[config.mk]
export PLATFORM = sky130hd
export DESIGN_NAME = tic_top
export DESIGN_NICKNAME = d
export VERILOG_FILES = /design/src/hdl/tic_pkg.sv /design/src/hdl/tic_debounce.sv /design/src/hdl/tic_top.sv
export SDC_FILE = /design/constraint.sdc
export NUM_CORES = 1
export LEC_CHECK = 0
export ABC_AREA = 1
export BUFFER_PORTS_ARGS = -buffer_cell sky130_fd_sc_hd__buf_2
export CORE_MARGIN = 2
export CORE_UTILIZATION = 36
export DETAILED_ROUTE_END_ITERATION = 8
export PLACE_DENSITY = 0.65
export SETUP_SLACK_MARGIN = 0.4
export SYNTH_ARGS = -nofsm -noshare
export SYNTH_HDL_FRONTEND = slang
export SYNTH_SLANG_ARGS = --single-unit
[constraint.sdc]
create_clock -name clock -period 4.21 [get_ports clock]
set_input_delay 0.6315 -clock clock [delete_from_list [all_inputs] [get_ports clock]]
set_output_delay 0.6315 -clock clock [all_outputs]
set_load 0.02 [all_outputs]
[src/hdl/tic_pkg.sv]
// package: constants, register map and types for trigger input conditioning
package tic_pkg;

  // ---------------------------------------------------------------
  // clock and timing
  // ---------------------------------------------------------------
  localparam int unsigned CLK_MHZ = 200;
  localparam int unsigned FILT_STEP_US = 100;
  localparam int unsigned FILT_STEP_CYC = FILT_STEP_US * CLK_MHZ;
  localparam int unsigned FILT_CNT_W = 17;

  // ---------------------------------------------------------------
  // register byte offsets
  // ---------------------------------------------------------------
  localparam logic [3:0] REG_FILT = 4'h0;
  localparam logic [3:0] REG_ENC_CTRL = 4'h4;
  localparam logic [3:0] REG_ENC_RES = 4'h8;
  localparam logic [3:0] REG_STATUS = 4'hC;

  // ---------------------------------------------------------------
  // field positions
  // ---------------------------------------------------------------
  localparam int unsigned ENC_EN_BIT = 0;
  localparam int unsigned ENC_ZCNT_BIT = 1;
  localparam int unsigned ENC_SRCZ_BIT = 2;
  localparam int unsigned ENC_STEPSTART_BIT = 3;
  localparam int unsigned ST_LINE_LSB = 0;
  localparam int unsigned ST_ROT_LSB = 16;

  // ---------------------------------------------------------------
  // reset values and filter code limit
  // ---------------------------------------------------------------
  localparam logic [2:0] FILT_RST = 3'h0;
  localparam logic [15:0] ENC_RES_RST = 16'h0001;
  localparam logic [2:0] FILT_MAX = 3'h4;

  typedef enum logic [1:0] {
    TIC_BUS_IDLE,
    TIC_BUS_ACK
  } tic_bus_state_type;

  // encoder control fields travel together
  typedef struct packed {
    logic step_start;
    logic src_z;
    logic z_count;
    logic enable;
  } tic_enc_cfg_type;

endpackage

[src/hdl/tic_debounce.sv]
// one symmetric debounce filter for a single trigger line
`timescale 1ns/1ps
`default_nettype none
module tic_debounce
  import tic_pkg::*;
#(
  parameter int unsigned CNT_W = FILT_CNT_W
) (
  input wire logic clock,
  input wire logic resetn,
  input wire logic raw,
  input wire logic [CNT_W-1:0] width,
  output logic level,
  output logic rise
);

  logic [CNT_W-1:0] cnt_q, cnt_d;
  logic level_q, level_d;
  logic rise_q, rise_d;

  // ---------------------------------------------------------------
  // qualification
  // ---------------------------------------------------------------
  // count while raw differs from the filtered level; any return resets
  always_comb begin
    cnt_d = '0;
    level_d = level_q;
    rise_d = 1'b0;
    if (raw != level_q) begin
      if (cnt_q + CNT_W'(1) >= width) begin
        level_d = raw; // [RULE_01] [RULE_02]
        rise_d = raw; // [RULE_03]
      end else begin
        cnt_d = cnt_q + CNT_W'(1);
      end
    end
    // raw back to level before width: cnt_d stays 0 [RULE_12]
  end

  always_ff @(posedge clock or negedge resetn) begin
    if (!resetn) begin
      cnt_q <= '0;
      level_q <= 1'b0;
      rise_q <= 1'b0;
    end else begin
      cnt_q <= cnt_d;
      level_q <= level_d;
      rise_q <= rise_d;
    end
  end

  assign level = level_q;
  assign rise = rise_q;

endmodule
`default_nettype wire

[src/hdl/tic_top.sv]
// trigger input conditioning: debounce filters, encoder trigger, registers
//
// How it works
// RULE_01 - filtered trigger goes active after raw high for full filter width
// RULE_02 - filtered trigger goes inactive after raw low for full filter width
// RULE_03 - measurement start pulses when filtered input qualifies active
// RULE_04 - filter width is 100..500 us in 100 us steps, 100 after reset
// RULE_05 - line 0 filter width is used by every line's filter
// RULE_06 - encoder trigger enable is off after reset and blocks triggers
// RULE_07 - resolution register holds 1..65535 phase A pulses, 1 after reset
// RULE_08 - with index counting on, Z pulse marks a full rotation
// RULE_09 - with index counting off, A count reaching resolution is a rotation
// RULE_10 - trigger source picks phase A (default) or phase Z
// RULE_11 - in step-start mode encoder pulses ignored until trigger qualifies
// RULE_12 - a glitch shorter than the width restarts qualification
`timescale 1ns/1ps
`default_nettype none
module tic_top
  import tic_pkg::*;
#(
  parameter int unsigned LINES = 2
) (
  input wire logic clock,
  input wire logic resetn,
  // avalon-mm slave
  input wire logic [3:0] avs_address,
  input wire logic avs_read,
  input wire logic avs_write,
  input wire logic [31:0] avs_writedata,
  input wire logic [3:0] avs_byteenable,
  output logic [31:0] avs_readdata,
  output logic avs_waitrequest,
  // pins
  input wire logic [LINES-1:0] trig_in,
  input wire logic enc_a,
  input wire logic enc_z,
  // results
  output logic [LINES-1:0] trig_level,
  output logic [LINES-1:0] meas_start,
  output logic enc_trigger,
  output logic rotation
);

  // ---------------------------------------------------------------
  // helpers
  // ---------------------------------------------------------------
  // filter code to cycle count: (code+1) * 100 us
  function automatic logic [FILT_CNT_W-1:0] filt_cycles(
    input logic [2:0] code
  );
    logic [FILT_CNT_W-1:0] steps;
    steps = FILT_CNT_W'(code) + FILT_CNT_W'(1);
    filt_cycles = FILT_CNT_W'(steps * FILT_CNT_W'(FILT_STEP_CYC));
  endfunction

  // rising edge of a synchronised pin against its previous sample;
  // both encoder phases use it so the two edges line up in time
  function automatic logic pin_rose(
    input logic now_v,
    input logic last_v
  );
    pin_rose = now_v && !last_v;
  endfunction

  // ---------------------------------------------------------------
  // pin synchronisers
  // ---------------------------------------------------------------
  // every pin passes two flops; only the second stage feeds logic, so
  // a metastable first stage never reaches the counters
  logic [LINES+1:0] sync1_q, sync2_q;
  always_ff @(posedge clock or negedge resetn) begin
    if (!resetn) begin
      sync1_q <= '0;
      sync2_q <= '0;
    end else begin
      sync1_q <= {enc_z, enc_a, trig_in};
      sync2_q <= sync1_q;
    end
  end

  // split the second stage back into its pins
  logic [LINES-1:0] trig_s;
  logic a_s, z_s;
  assign trig_s = sync2_q[LINES-1:0];
  assign a_s = sync2_q[LINES];
  assign z_s = sync2_q[LINES+1];

  // ---------------------------------------------------------------
  // register file
  // ---------------------------------------------------------------
  // configuration state; the bus answers from registers so no path runs
  // from the request pins straight to readdata or waitrequest
  logic [2:0] filt_q, filt_d;
  tic_enc_cfg_type cfg_q, cfg_d;
  logic [15:0] res_q, res_d;
  tic_bus_state_type bus_q, bus_d;
  logic [31:0] rdata_q, rdata_d;
  logic wait_q, wait_d;
  logic [15:0] rot_cnt_q, rot_cnt_d;

  // one wait cycle then acknowledge; simple and timing-friendly
  always_comb begin
    filt_d = filt_q;
    cfg_d = cfg_q;
    res_d = res_q;
    bus_d = bus_q;
    rdata_d = rdata_q;
    wait_d = 1'b1;
    // a request is taken only from idle; the acknowledge cycle ignores it
    case (bus_q)
      TIC_BUS_IDLE: begin
        if (avs_read || avs_write) begin
          bus_d = TIC_BUS_ACK;
          wait_d = 1'b0;
          rdata_d = '0;
          if (avs_write) begin
            case (avs_address)
              REG_FILT: begin
                // out-of-range codes are ignored [RULE_04]
                if (avs_byteenable[0] &&
                    avs_writedata[2:0] <= FILT_MAX) begin
                  filt_d = avs_writedata[2:0];
                end
              end
              REG_ENC_CTRL: begin
                if (avs_byteenable[0]) begin
                  // field by field so the bit map stays in the package
                  cfg_d.enable = avs_writedata[ENC_EN_BIT];
                  cfg_d.z_count = avs_writedata[ENC_ZCNT_BIT];
                  cfg_d.src_z = avs_writedata[ENC_SRCZ_BIT];
                  cfg_d.step_start = avs_writedata[ENC_STEPSTART_BIT];
                end
              end
              REG_ENC_RES: begin
                // zero is not a legal resolution [RULE_07]
                if (avs_byteenable[1:0] == 2'h3 &&
                    avs_writedata[15:0] != 16'h0000) begin
                  res_d = avs_writedata[15:0];
                end
              end
              default: begin
              end
            endcase
          end else begin
            case (avs_address)
              REG_FILT: rdata_d = {29'h0, filt_q};
              REG_ENC_CTRL: begin
                rdata_d[ENC_EN_BIT] = cfg_q.enable;
                rdata_d[ENC_ZCNT_BIT] = cfg_q.z_count;
                rdata_d[ENC_SRCZ_BIT] = cfg_q.src_z;
                rdata_d[ENC_STEPSTART_BIT] = cfg_q.step_start;
              end
              REG_ENC_RES: rdata_d = {16'h0, res_q};
              REG_STATUS: begin
                rdata_d[ST_LINE_LSB +: LINES] = trig_level;
                rdata_d[ST_ROT_LSB +: 16] = rot_cnt_q;
              end
              default: rdata_d = '0;
            endcase
          end
        end
      end
      TIC_BUS_ACK: begin
        bus_d = TIC_BUS_IDLE;
      end
      default: bus_d = TIC_BUS_IDLE;
    endcase
  end

  // register the bus and configuration state
  always_ff @(posedge clock or negedge resetn) begin
    if (!resetn) begin
      filt_q <= FILT_RST; // [RULE_04]
      cfg_q <= '0; // [RULE_06]
      res_q <= ENC_RES_RST; // [RULE_07]
      bus_q <= TIC_BUS_IDLE;
      rdata_q <= '0;
      wait_q <= 1'b1;
    end else begin
      filt_q <= filt_d;
      cfg_q <= cfg_d;
      res_q <= res_d;
      bus_q <= bus_d;
      rdata_q <= rdata_d;
      wait_q <= wait_d;
    end
  end

  assign avs_readdata = rdata_q;
  assign avs_waitrequest = wait_q;

  // ---------------------------------------------------------------
  // debounce filters
  // ---------------------------------------------------------------
  // one width for all lines: a per-line setting would cost a compare
  // per line for no gain, since line 0 decides it anyway
  logic [FILT_CNT_W-1:0] width;
  assign width = filt_cycles(filt_q); // shared by all lines [RULE_05]

  logic [LINES-1:0] lvl, rise;
  genvar gi;
  generate
    for (gi = 0; gi < LINES; gi++) begin : g_line
      tic_debounce #(
        .CNT_W(FILT_CNT_W)
      ) u_deb (
        .clock(clock),
        .resetn(resetn),
        .raw(trig_s[gi]),
        .width(width),
        .level(lvl[gi]),
        .rise(rise[gi])
      );
    end
  endgenerate

  // filtered levels and start pulses come straight from filter flops
  assign trig_level = lvl;
  assign meas_start = rise; // [RULE_03]

  // ---------------------------------------------------------------
  // encoder
  // ---------------------------------------------------------------
  logic a_prev_q, z_prev_q, armed_q, armed_d;
  logic [15:0] a_cnt_q, a_cnt_d;
  logic etrig_q, etrig_d, rot_q, rot_d;
  logic a_edge, z_edge, count_ok;

  // edges are taken after the synchroniser, so a pin change reaches
  // the edge detect one clock after the first flop samples it
  assign a_edge = pin_rose(a_s, a_prev_q);
  assign z_edge = pin_rose(z_s, z_prev_q);
  // step-start waits for line 0 to qualify [RULE_11]
  assign count_ok = cfg_q.enable && (!cfg_q.step_start || armed_q);

  // arming, pulse counting and rotation detection; an A edge and a Z
  // edge in one cycle give one trigger pulse and at most one rotation
  always_comb begin
    armed_d = armed_q;
    a_cnt_d = a_cnt_q;
    rot_cnt_d = rot_cnt_q;
    etrig_d = 1'b0;
    rot_d = 1'b0;
    if (!cfg_q.enable || !cfg_q.step_start) begin
      armed_d = 1'b0;
    end else if (rise[0]) begin
      armed_d = 1'b1; // [RULE_11]
    end
    if (!cfg_q.enable) begin
      a_cnt_d = '0; // no triggers while disabled [RULE_06]
    end else if (count_ok) begin
      if (a_edge) begin
        if (!cfg_q.src_z) begin
          etrig_d = 1'b1; // [RULE_10]
        end
        if (!cfg_q.z_count && a_cnt_q + 16'h0001 >= res_q) begin
          a_cnt_d = '0;
          rot_d = 1'b1; // [RULE_09]
        end else begin
          a_cnt_d = a_cnt_q + 16'h0001;
        end
      end
      if (z_edge) begin
        if (cfg_q.src_z) begin
          etrig_d = 1'b1; // [RULE_10]
        end
        if (cfg_q.z_count) begin
          a_cnt_d = '0;
          rot_d = 1'b1; // [RULE_08]
        end
      end
    end
    if (rot_d) begin
      rot_cnt_d = rot_cnt_q + 16'h0001;
    end
  end

  // previous samples start low like idle pins, so no edge after reset
  always_ff @(posedge clock or negedge resetn) begin
    if (!resetn) begin
      a_prev_q <= 1'b0;
      z_prev_q <= 1'b0;
      armed_q <= 1'b0;
      a_cnt_q <= '0;
      rot_cnt_q <= '0;
      etrig_q <= 1'b0;
      rot_q <= 1'b0;
    end else begin
      a_prev_q <= a_s;
      z_prev_q <= z_s;
      armed_q <= armed_d;
      a_cnt_q <= a_cnt_d;
      rot_cnt_q <= rot_cnt_d;
      etrig_q <= etrig_d;
      rot_q <= rot_d;
    end
  end

  assign enc_trigger = etrig_q;
  assign rotation = rot_q;

endmodule
`default_nettype wire

# Yosys cells after proc, flatten, opt, wreduce, memory -nomap -nowiden
# Index checks and enable logic that the tools add are counted.
dict set report totals {
  register_bits 141
  input_bits 48
  elab_cells 103
}
dict set report op_classes {
  add_sub_neg 5
  mul 1
  magnitude_cmp 4
  n_eq_ne 8
  mux 37
  reduce_logical 24
}
# cell count
set op_table {}
lappend op_table {{2-to-1 mux 16 bit} 7}
lappend op_table {{2-to-1 mux 17 bit} 4}
lappend op_table {{adder 17 x 1 -> 17 bit, second input constant} 2}
lappend op_table {{greater-or-equal comparator 17 bit} 2}
lappend op_table {{adder 16 x 1 -> 16 bit, second input constant} 2}
lappend op_table {{2-to-1 mux 32 bit} 1}
lappend op_table {{2-to-1 mux 1 bit} 20}
lappend op_table {{greater-or-equal comparator 16 bit} 1}
lappend op_table {{nonzero test 16 bit} 1}
lappend op_table {{AND reduction 5 bit} 3}
lappend op_table {{multiplier 4 x 10 -> 12 bit, second input constant} 1}
lappend op_table {{2-to-1 mux 12 bit} 1}
lappend op_table {{equality test 4 bit, second input constant} 2}
lappend op_table {{one-hot mux 2 bit (4 select lines)} 1}
lappend op_table {{logical AND 1 bit} 6}
lappend op_table {{one-hot mux 2 bit (3 select lines)} 1}
lappend op_table {{AND reduction 2 bit} 3}
lappend op_table {{zero test 1 bit} 5}
lappend op_table {{adder 3 x 1 -> 4 bit, second input constant} 1}
lappend op_table {{equality test 4 x 3 -> 1 bit, second input constant} 1}
lappend op_table {{zero test 4 bit} 1}
lappend op_table {{2-to-1 mux 2 bit} 2}
lappend op_table {{<= comparator 3 bit, second input constant} 1}
lappend op_table {{logical OR 1 bit} 3}
lappend op_table {{other kinds (6)} 7}

# Depth between registers and ports, before layout
dict set report logic_depth {
  depth_word 9
  mapped_depth 24
  ltp_nobuf 24
}

# By module
# Synthesis repeated with hierarchy kept, for this count alone.
dict set report hier_totals {
  cells_unflattened 1114
  hier_area_um2 8873.5
}
# mod instances cells_per_inst area_per_inst_um2
set by_module_without_submodules {}
lappend by_module_without_submodules {tic_top 1 670 5545.3}
lappend by_module_without_submodules {tic_debounce 2 222 1664.1}

# Worst setup path after synthesis
# OpenSTA, ideal clock, no wires.
dict set report synth_path {
  path_type {reg-to-reg}
  start {register filt_q[0]}
  end {register g_line[1].u_deb.cnt_q[6]}
  setup_ns 0.127
  t_arrival_ns 4.029
  setup_slack_ns 0.054
  path_stages_with_launch 25
  cell_sequence {dfrtp_1 ha_1 xnor2_1 ha_1 inv_1 ha_1 or2_2 ha_1 ha_1 a21oi_1 nand2_1 xnor2_1 ha_1 nand2_1 nor4_1 nand2_1 nor2_1 nand2_1 nand2_1 nor2_2 nand2_2 nand2_4 nand2_4 buf_12 nor2_4}
}
dict set report synth_between {
  elab_chain_cells 5
}
# element line_no
set synth_lines {}
lappend synth_lines {{from (decl)} tic_top.sv:93} ;# logic [2:0] filt_q, filt_d;
lappend synth_lines {{from (signal assigned)} tic_top.sv:180} ;# filt_q <= filt_d;
lappend synth_lines {{adder 3 x 1 -> 4 bit} tic_top.sv:52} ;# steps = FILT_CNT_W'(code) + FILT_CNT_W'(1);
lappend synth_lines {{multiplier 4 x 10 -> 12 bit} tic_top.sv:53} ;# filt_cycles = FILT_CNT_W'(steps * FILT_CNT_W'(FILT_STEP_CYC));
lappend synth_lines {{greater-or-equal comparator 17 bit} tic_debounce.sv:30} ;# if (cnt_q + CNT_W'(1) >= width) begin
lappend synth_lines {{2-to-1 mux 17 bit} tic_debounce.sv:30}
lappend synth_lines {{2-to-1 mux 17 bit} tic_debounce.sv:29} ;# if (raw != level_q) begin
lappend synth_lines {{net g_line[1].u_deb.cnt_d[6]} tic_debounce.sv:17} ;# logic [CNT_W-1:0] cnt_q, cnt_d;
lappend synth_lines {{to (signal assigned)} tic_debounce.sv:46} ;# cnt_q <= cnt_d;
lappend synth_lines {{to (decl)} tic_debounce.sv:17}
# The timed path passes the listed nets, and every way through them passes these cells.
# A chain may end at the register's enable or synchronous reset.

# Worst setup path in the final report
dict set report layout_path {
  start {register filt_q[0]}
  end {register g_line[0].u_deb.cnt_q[14]}
}
dict set report layout_between {
  elab_chain_cells 5
}
# element line_no
set layout_lines {}
lappend layout_lines {{adder 3 x 1 -> 4 bit} tic_top.sv:52}
lappend layout_lines {{multiplier 4 x 10 -> 12 bit} tic_top.sv:53}
lappend layout_lines {{greater-or-equal comparator 17 bit} tic_debounce.sv:30}
lappend layout_lines {{2-to-1 mux 17 bit} tic_debounce.sv:30}
lappend layout_lines {{2-to-1 mux 17 bit} tic_debounce.sv:29}
lappend layout_lines {{net g_line[0].u_deb.cnt_d[14]} tic_debounce.sv:17}
lappend layout_lines {{to (signal assigned)} tic_debounce.sv:46}
lappend layout_lines {{to (decl)} tic_debounce.sv:17}
# The timed path passes the listed nets, and every way through them passes these cells.

==> key figures <==
Yosys
  – Library cell with the largest summed area after synthesis: dfrtp_1
  – Area fraction of the dominant cell type after synthesis: 42.74%
  – Cell types with the largest area share after synthesis: dfrtp_1 43%, nand2_1 9.5%, ha_1 8.5%, inv_1 6.6%, xor2_1 4.6%
  – Post-synthesis net count: 1079
  – Number of library cell types mapped by synthesis: 41
  – Post-synthesis instance area: 8080 um^2
  – Synthesized netlist cell count: 975
  – Proportion of synthesized chip area in sequential cells: 43.39%
  – Number of flops mapped to enable cells by yosys: 0
  – Average footprint of a synthesized cell: 8.287 um^2
  – Top_reg_cell synth: dfrtp_1
  – Number of warnings reported in the yosys synthesis log: 0
  – Flip-flop and latch count after synthesis: 140
  – FFs w/ async S/R, synth: 100.0%

Floorplan
  – Number of top-level design ports: 87
  – Initial core utilization: 36.80%
  – Number of rows created at floorplan: 54
  – Die extent in y: 153.8 um
  – Full die area: 23660 um^2
  – Core area: 21960 um^2
  – Chip Width: 153.8 um

Drt
  – Total length of routed wires: 19.80 mm
  – Routed wirelength normalized by instance count: 14.43 um
  – Number of DRC markers after the initial detailed-route iteration: 363
  – Antenna Violating Nets Remaining: 0
  – Via-to-Cell Ratio: 4.922
  – DR pass1 iterations: 5
  – Routed vias: 6753
  – DRC Markers: 0

Power and ir drop
  – IR drop worst, VDD: 237.2 uV
  – Lkg Pwr: 4.981 nW
  – Total power after layout: 0.003634 W
  – Total power divided by cell area: 363.4 nW/um^2

STA
  – Final setup violation count: 0
  – Final setup TNS: 0 ns
  – Share of the clock period used by the worst path: 92.61%
  – Clock Skews: 0.01256 ns
  – Unrepaired setup endpoints after global routing: yes
  – Worst slew margin relative to its limit: 31.28%
  – Slew at the pin closest to its max-slew limit: 1.031 ns
  – Pins over their slew limit: 0
  – Minimum clock period after layout: 3.899 ns
  – Hold Vio Cnt, Final: 0
  – Highest Clock Rate: 0.2565 GHz

Finish
  – Number of standard cells in the layout, taps in and fillers out: 1372
  – Top library cells by usage in the layout, fill and taps aside: 199 x nand2_1, 137 x dfrtp_1, 135 x inv_1
  – Share of layout cells above drive strength 1: 21.56%
  – Net count reported at finish: 1181
  – Most common cell after layout, fill and taps aside: nand2_1
  – Layout area overhead: 23.75%

Worst hold path
  – Worst min-delay path class: in2async

Global routing
  – Pin count of the biggest net entering global routing: 106
  – All-layer global routing usage: 17.23%
  – Remaining Overflow, GRT: 0
  – Initial antenna violation count: 2
  – First-pass GRT wire length: 32.74 mm
  – Via count of the first global-routing pass: 6733

Worst setup path
  – Crit path kind: reg2reg
  – Number of cells traversed by the worst register-to-register path: 23
  – Launch point of the worst reg-to-reg path: filt_q[0]
  – R2R Path End: g_line[0].u_deb.cnt_q[14]
  – Type of element capturing the critical path: flop
  – Destination of the critical timing path: g_line[0].u_deb.cnt_q[14]
  – Required time at the endpoint of the critical path: 4.58 ns
  – Worst setup path startpoint: filt_q[0]
  – Arrival time at the worst endpoint: 4.26 ns
  – Startpoint kind of the worst setup timing path: flop
  – Crit Path Max Fanout: 8
  – Setup slack, reg-to-reg: 0.31 ns

Clock tree
  – Clock-pin slew on the worst setup and hold paths: 0.07 ns
  – TritonCTS clock tree: built
  – Clock sink total: 140
  – Maximum clock path buffer count: 2
  – Number of buffers added by the clock tree synthesis step: 17
  – Clock tree root buffer cell: clkbuf_16
  – Number of levels the H-tree was split into: 4
  – Clock latency of the later-clocked register in the worst-skew pair: 0.43 ns

Placement
  – Port-buffer cells: 68
  – Cell count after placement: 1315
  – Routability congestion estimate: 0.8532
  – HPWL after detailed placement: 13.79 mm

Outcome
  – Run status: complete, no violations

Run
  – Max cap viols: 0
## final cells by class
cell class,instances,area (um^2)
Antenna cell,2,5.005
Clock buffer,17,425.4
Timing Repair Buffer,106,711.9
Sequential cell,140,3507
Clock inverter,15,201.4
Multi-Input combinational cell,665,4244
Tap cell,280,350.3
Fill cell,2070,11960
Inverter,147,554.3
## critical path: stages, from the launching register on
cell,delay (ns)
dfrtp_2,0.43
ha_4,0.19
xnor2_4,0.21
ha_4,0.25
inv_4,0.06
ha_4,0.19
ha_4,0.27
inv_2,0.04
fa_2,0.40
o21ai_2,0.21
xor2_2,0.21
ha_1,0.27
inv_2,0.06
nor2_1,0.04
nand4_1,0.08
nor2_1,0.04
nand2_1,0.06
nor2_1,0.04
nand3_1,0.06
nand2_1,0.07
a21boi_2,0.21
nand3_4,0.15
clkbuf_16,0.22
nor2_4,0.08
## Yosys cell counts, types with 3 or more instances
master	count
a21oi_1	46
nor2_1	66
dfrtp_1	138
nand4_1	20
or2_2	3
xnor2_1	10
o211ai_1	13
nand3_2	3
clkbuf_1	15
o21ai_0	70
nor3_1	17
nor3_2	3
ha_1	55
buf_4	4
nand2_2	8
nor4_1	8
inv_2	4
nand2_1	205
nor2_2	12
inv_1	142
nor2_4	12
nand3_1	54
xor2_1	42
## report_power, final
part,switching [W],internal [W]
clock,0.000717,0.000861
sequential,0.0000375,0.00140
combinational,0.000371,0.000250
total,0.00113,0.00251
## through the flow
stage               utilization [%]  setup slack (ns)  area, um^2  hold WS, ns
floorplan                         -            0.4052        8157       0.3312
detailed placement            40.36            0.1210        8864       0.3347
CTS                           44.31            0.3343        9729       0.2854
finish                        45.54            0.3112       10000       0.2954
global route                  45.54            0.1406       10000       0.2881
global placement              40.36            0.1452        8864       0.3341
## repair_timing
action	4_1_cts	5_1_grt
hold buffers	0	0
gates resized for setup	22	39
endpoints found under the setup margin	38	55
pin swaps	31	28
gates cloned	0	2
buffers inserted	15	6
endpoints found under the hold margin	0	0
## cell families after synthesis
logic type / after synthesis / synth area share [%]
buffers and inverters: 170 / 8.408
AOI/OAI and AO/OA: 138 / 9.275
adders and majority gates: 56 / 8.764
and+or+nand+nor: 419 / 24.53
DFF: 140 / 43.39
xor gates and xnor gates: 52 / 5.636
## flip-flops by register name (all words and copies together) (netlist names)
register	flops
g_line.u_deb.cnt_q	34
avs_readdata	32
a_cnt_q	16
res_q	16
rot_cnt_q	16
cfg_q	4
sync1_q	4
sync2_q	4
filt_q	3
g_line.u_deb.level	2
g_line.u_deb.rise	2
a_prev_q	1
armed_q	1
avs_waitrequest	1
bus_q	1
enc_trigger	1
rotation	1
z_prev_q	1
## worst min-delay path by stage
stage,slack (ns),from,end,cells past startpoint
2_1_floorplan,0.33,sync1_q[0],sync2_q[0],0
3_3_place_gp,0.33,sync1_q[2],sync2_q[2],0
3_5_place_dp,0.33,sync1_q[3],sync2_q[3],0
4_1_cts,0.29,enc_a,sync1_q[2],1
5_1_grt,0.29,enc_z,sync1_q[3],1
6_report,0.30,resetn,g_line[1].u_deb.cnt_q[8],1
## metal layers
layer / vias up / routed length, um / track usage, %
li1: 3363 / - / -
met1: 3232 / 8678 / 20.80
met2: 118 / 10010 / 30.03
met3: 40 / 539 / 3.354
met4: 0 / 571 / 7.432
met5: - / 0 / 0
Power figures use the tool's default switching activity.
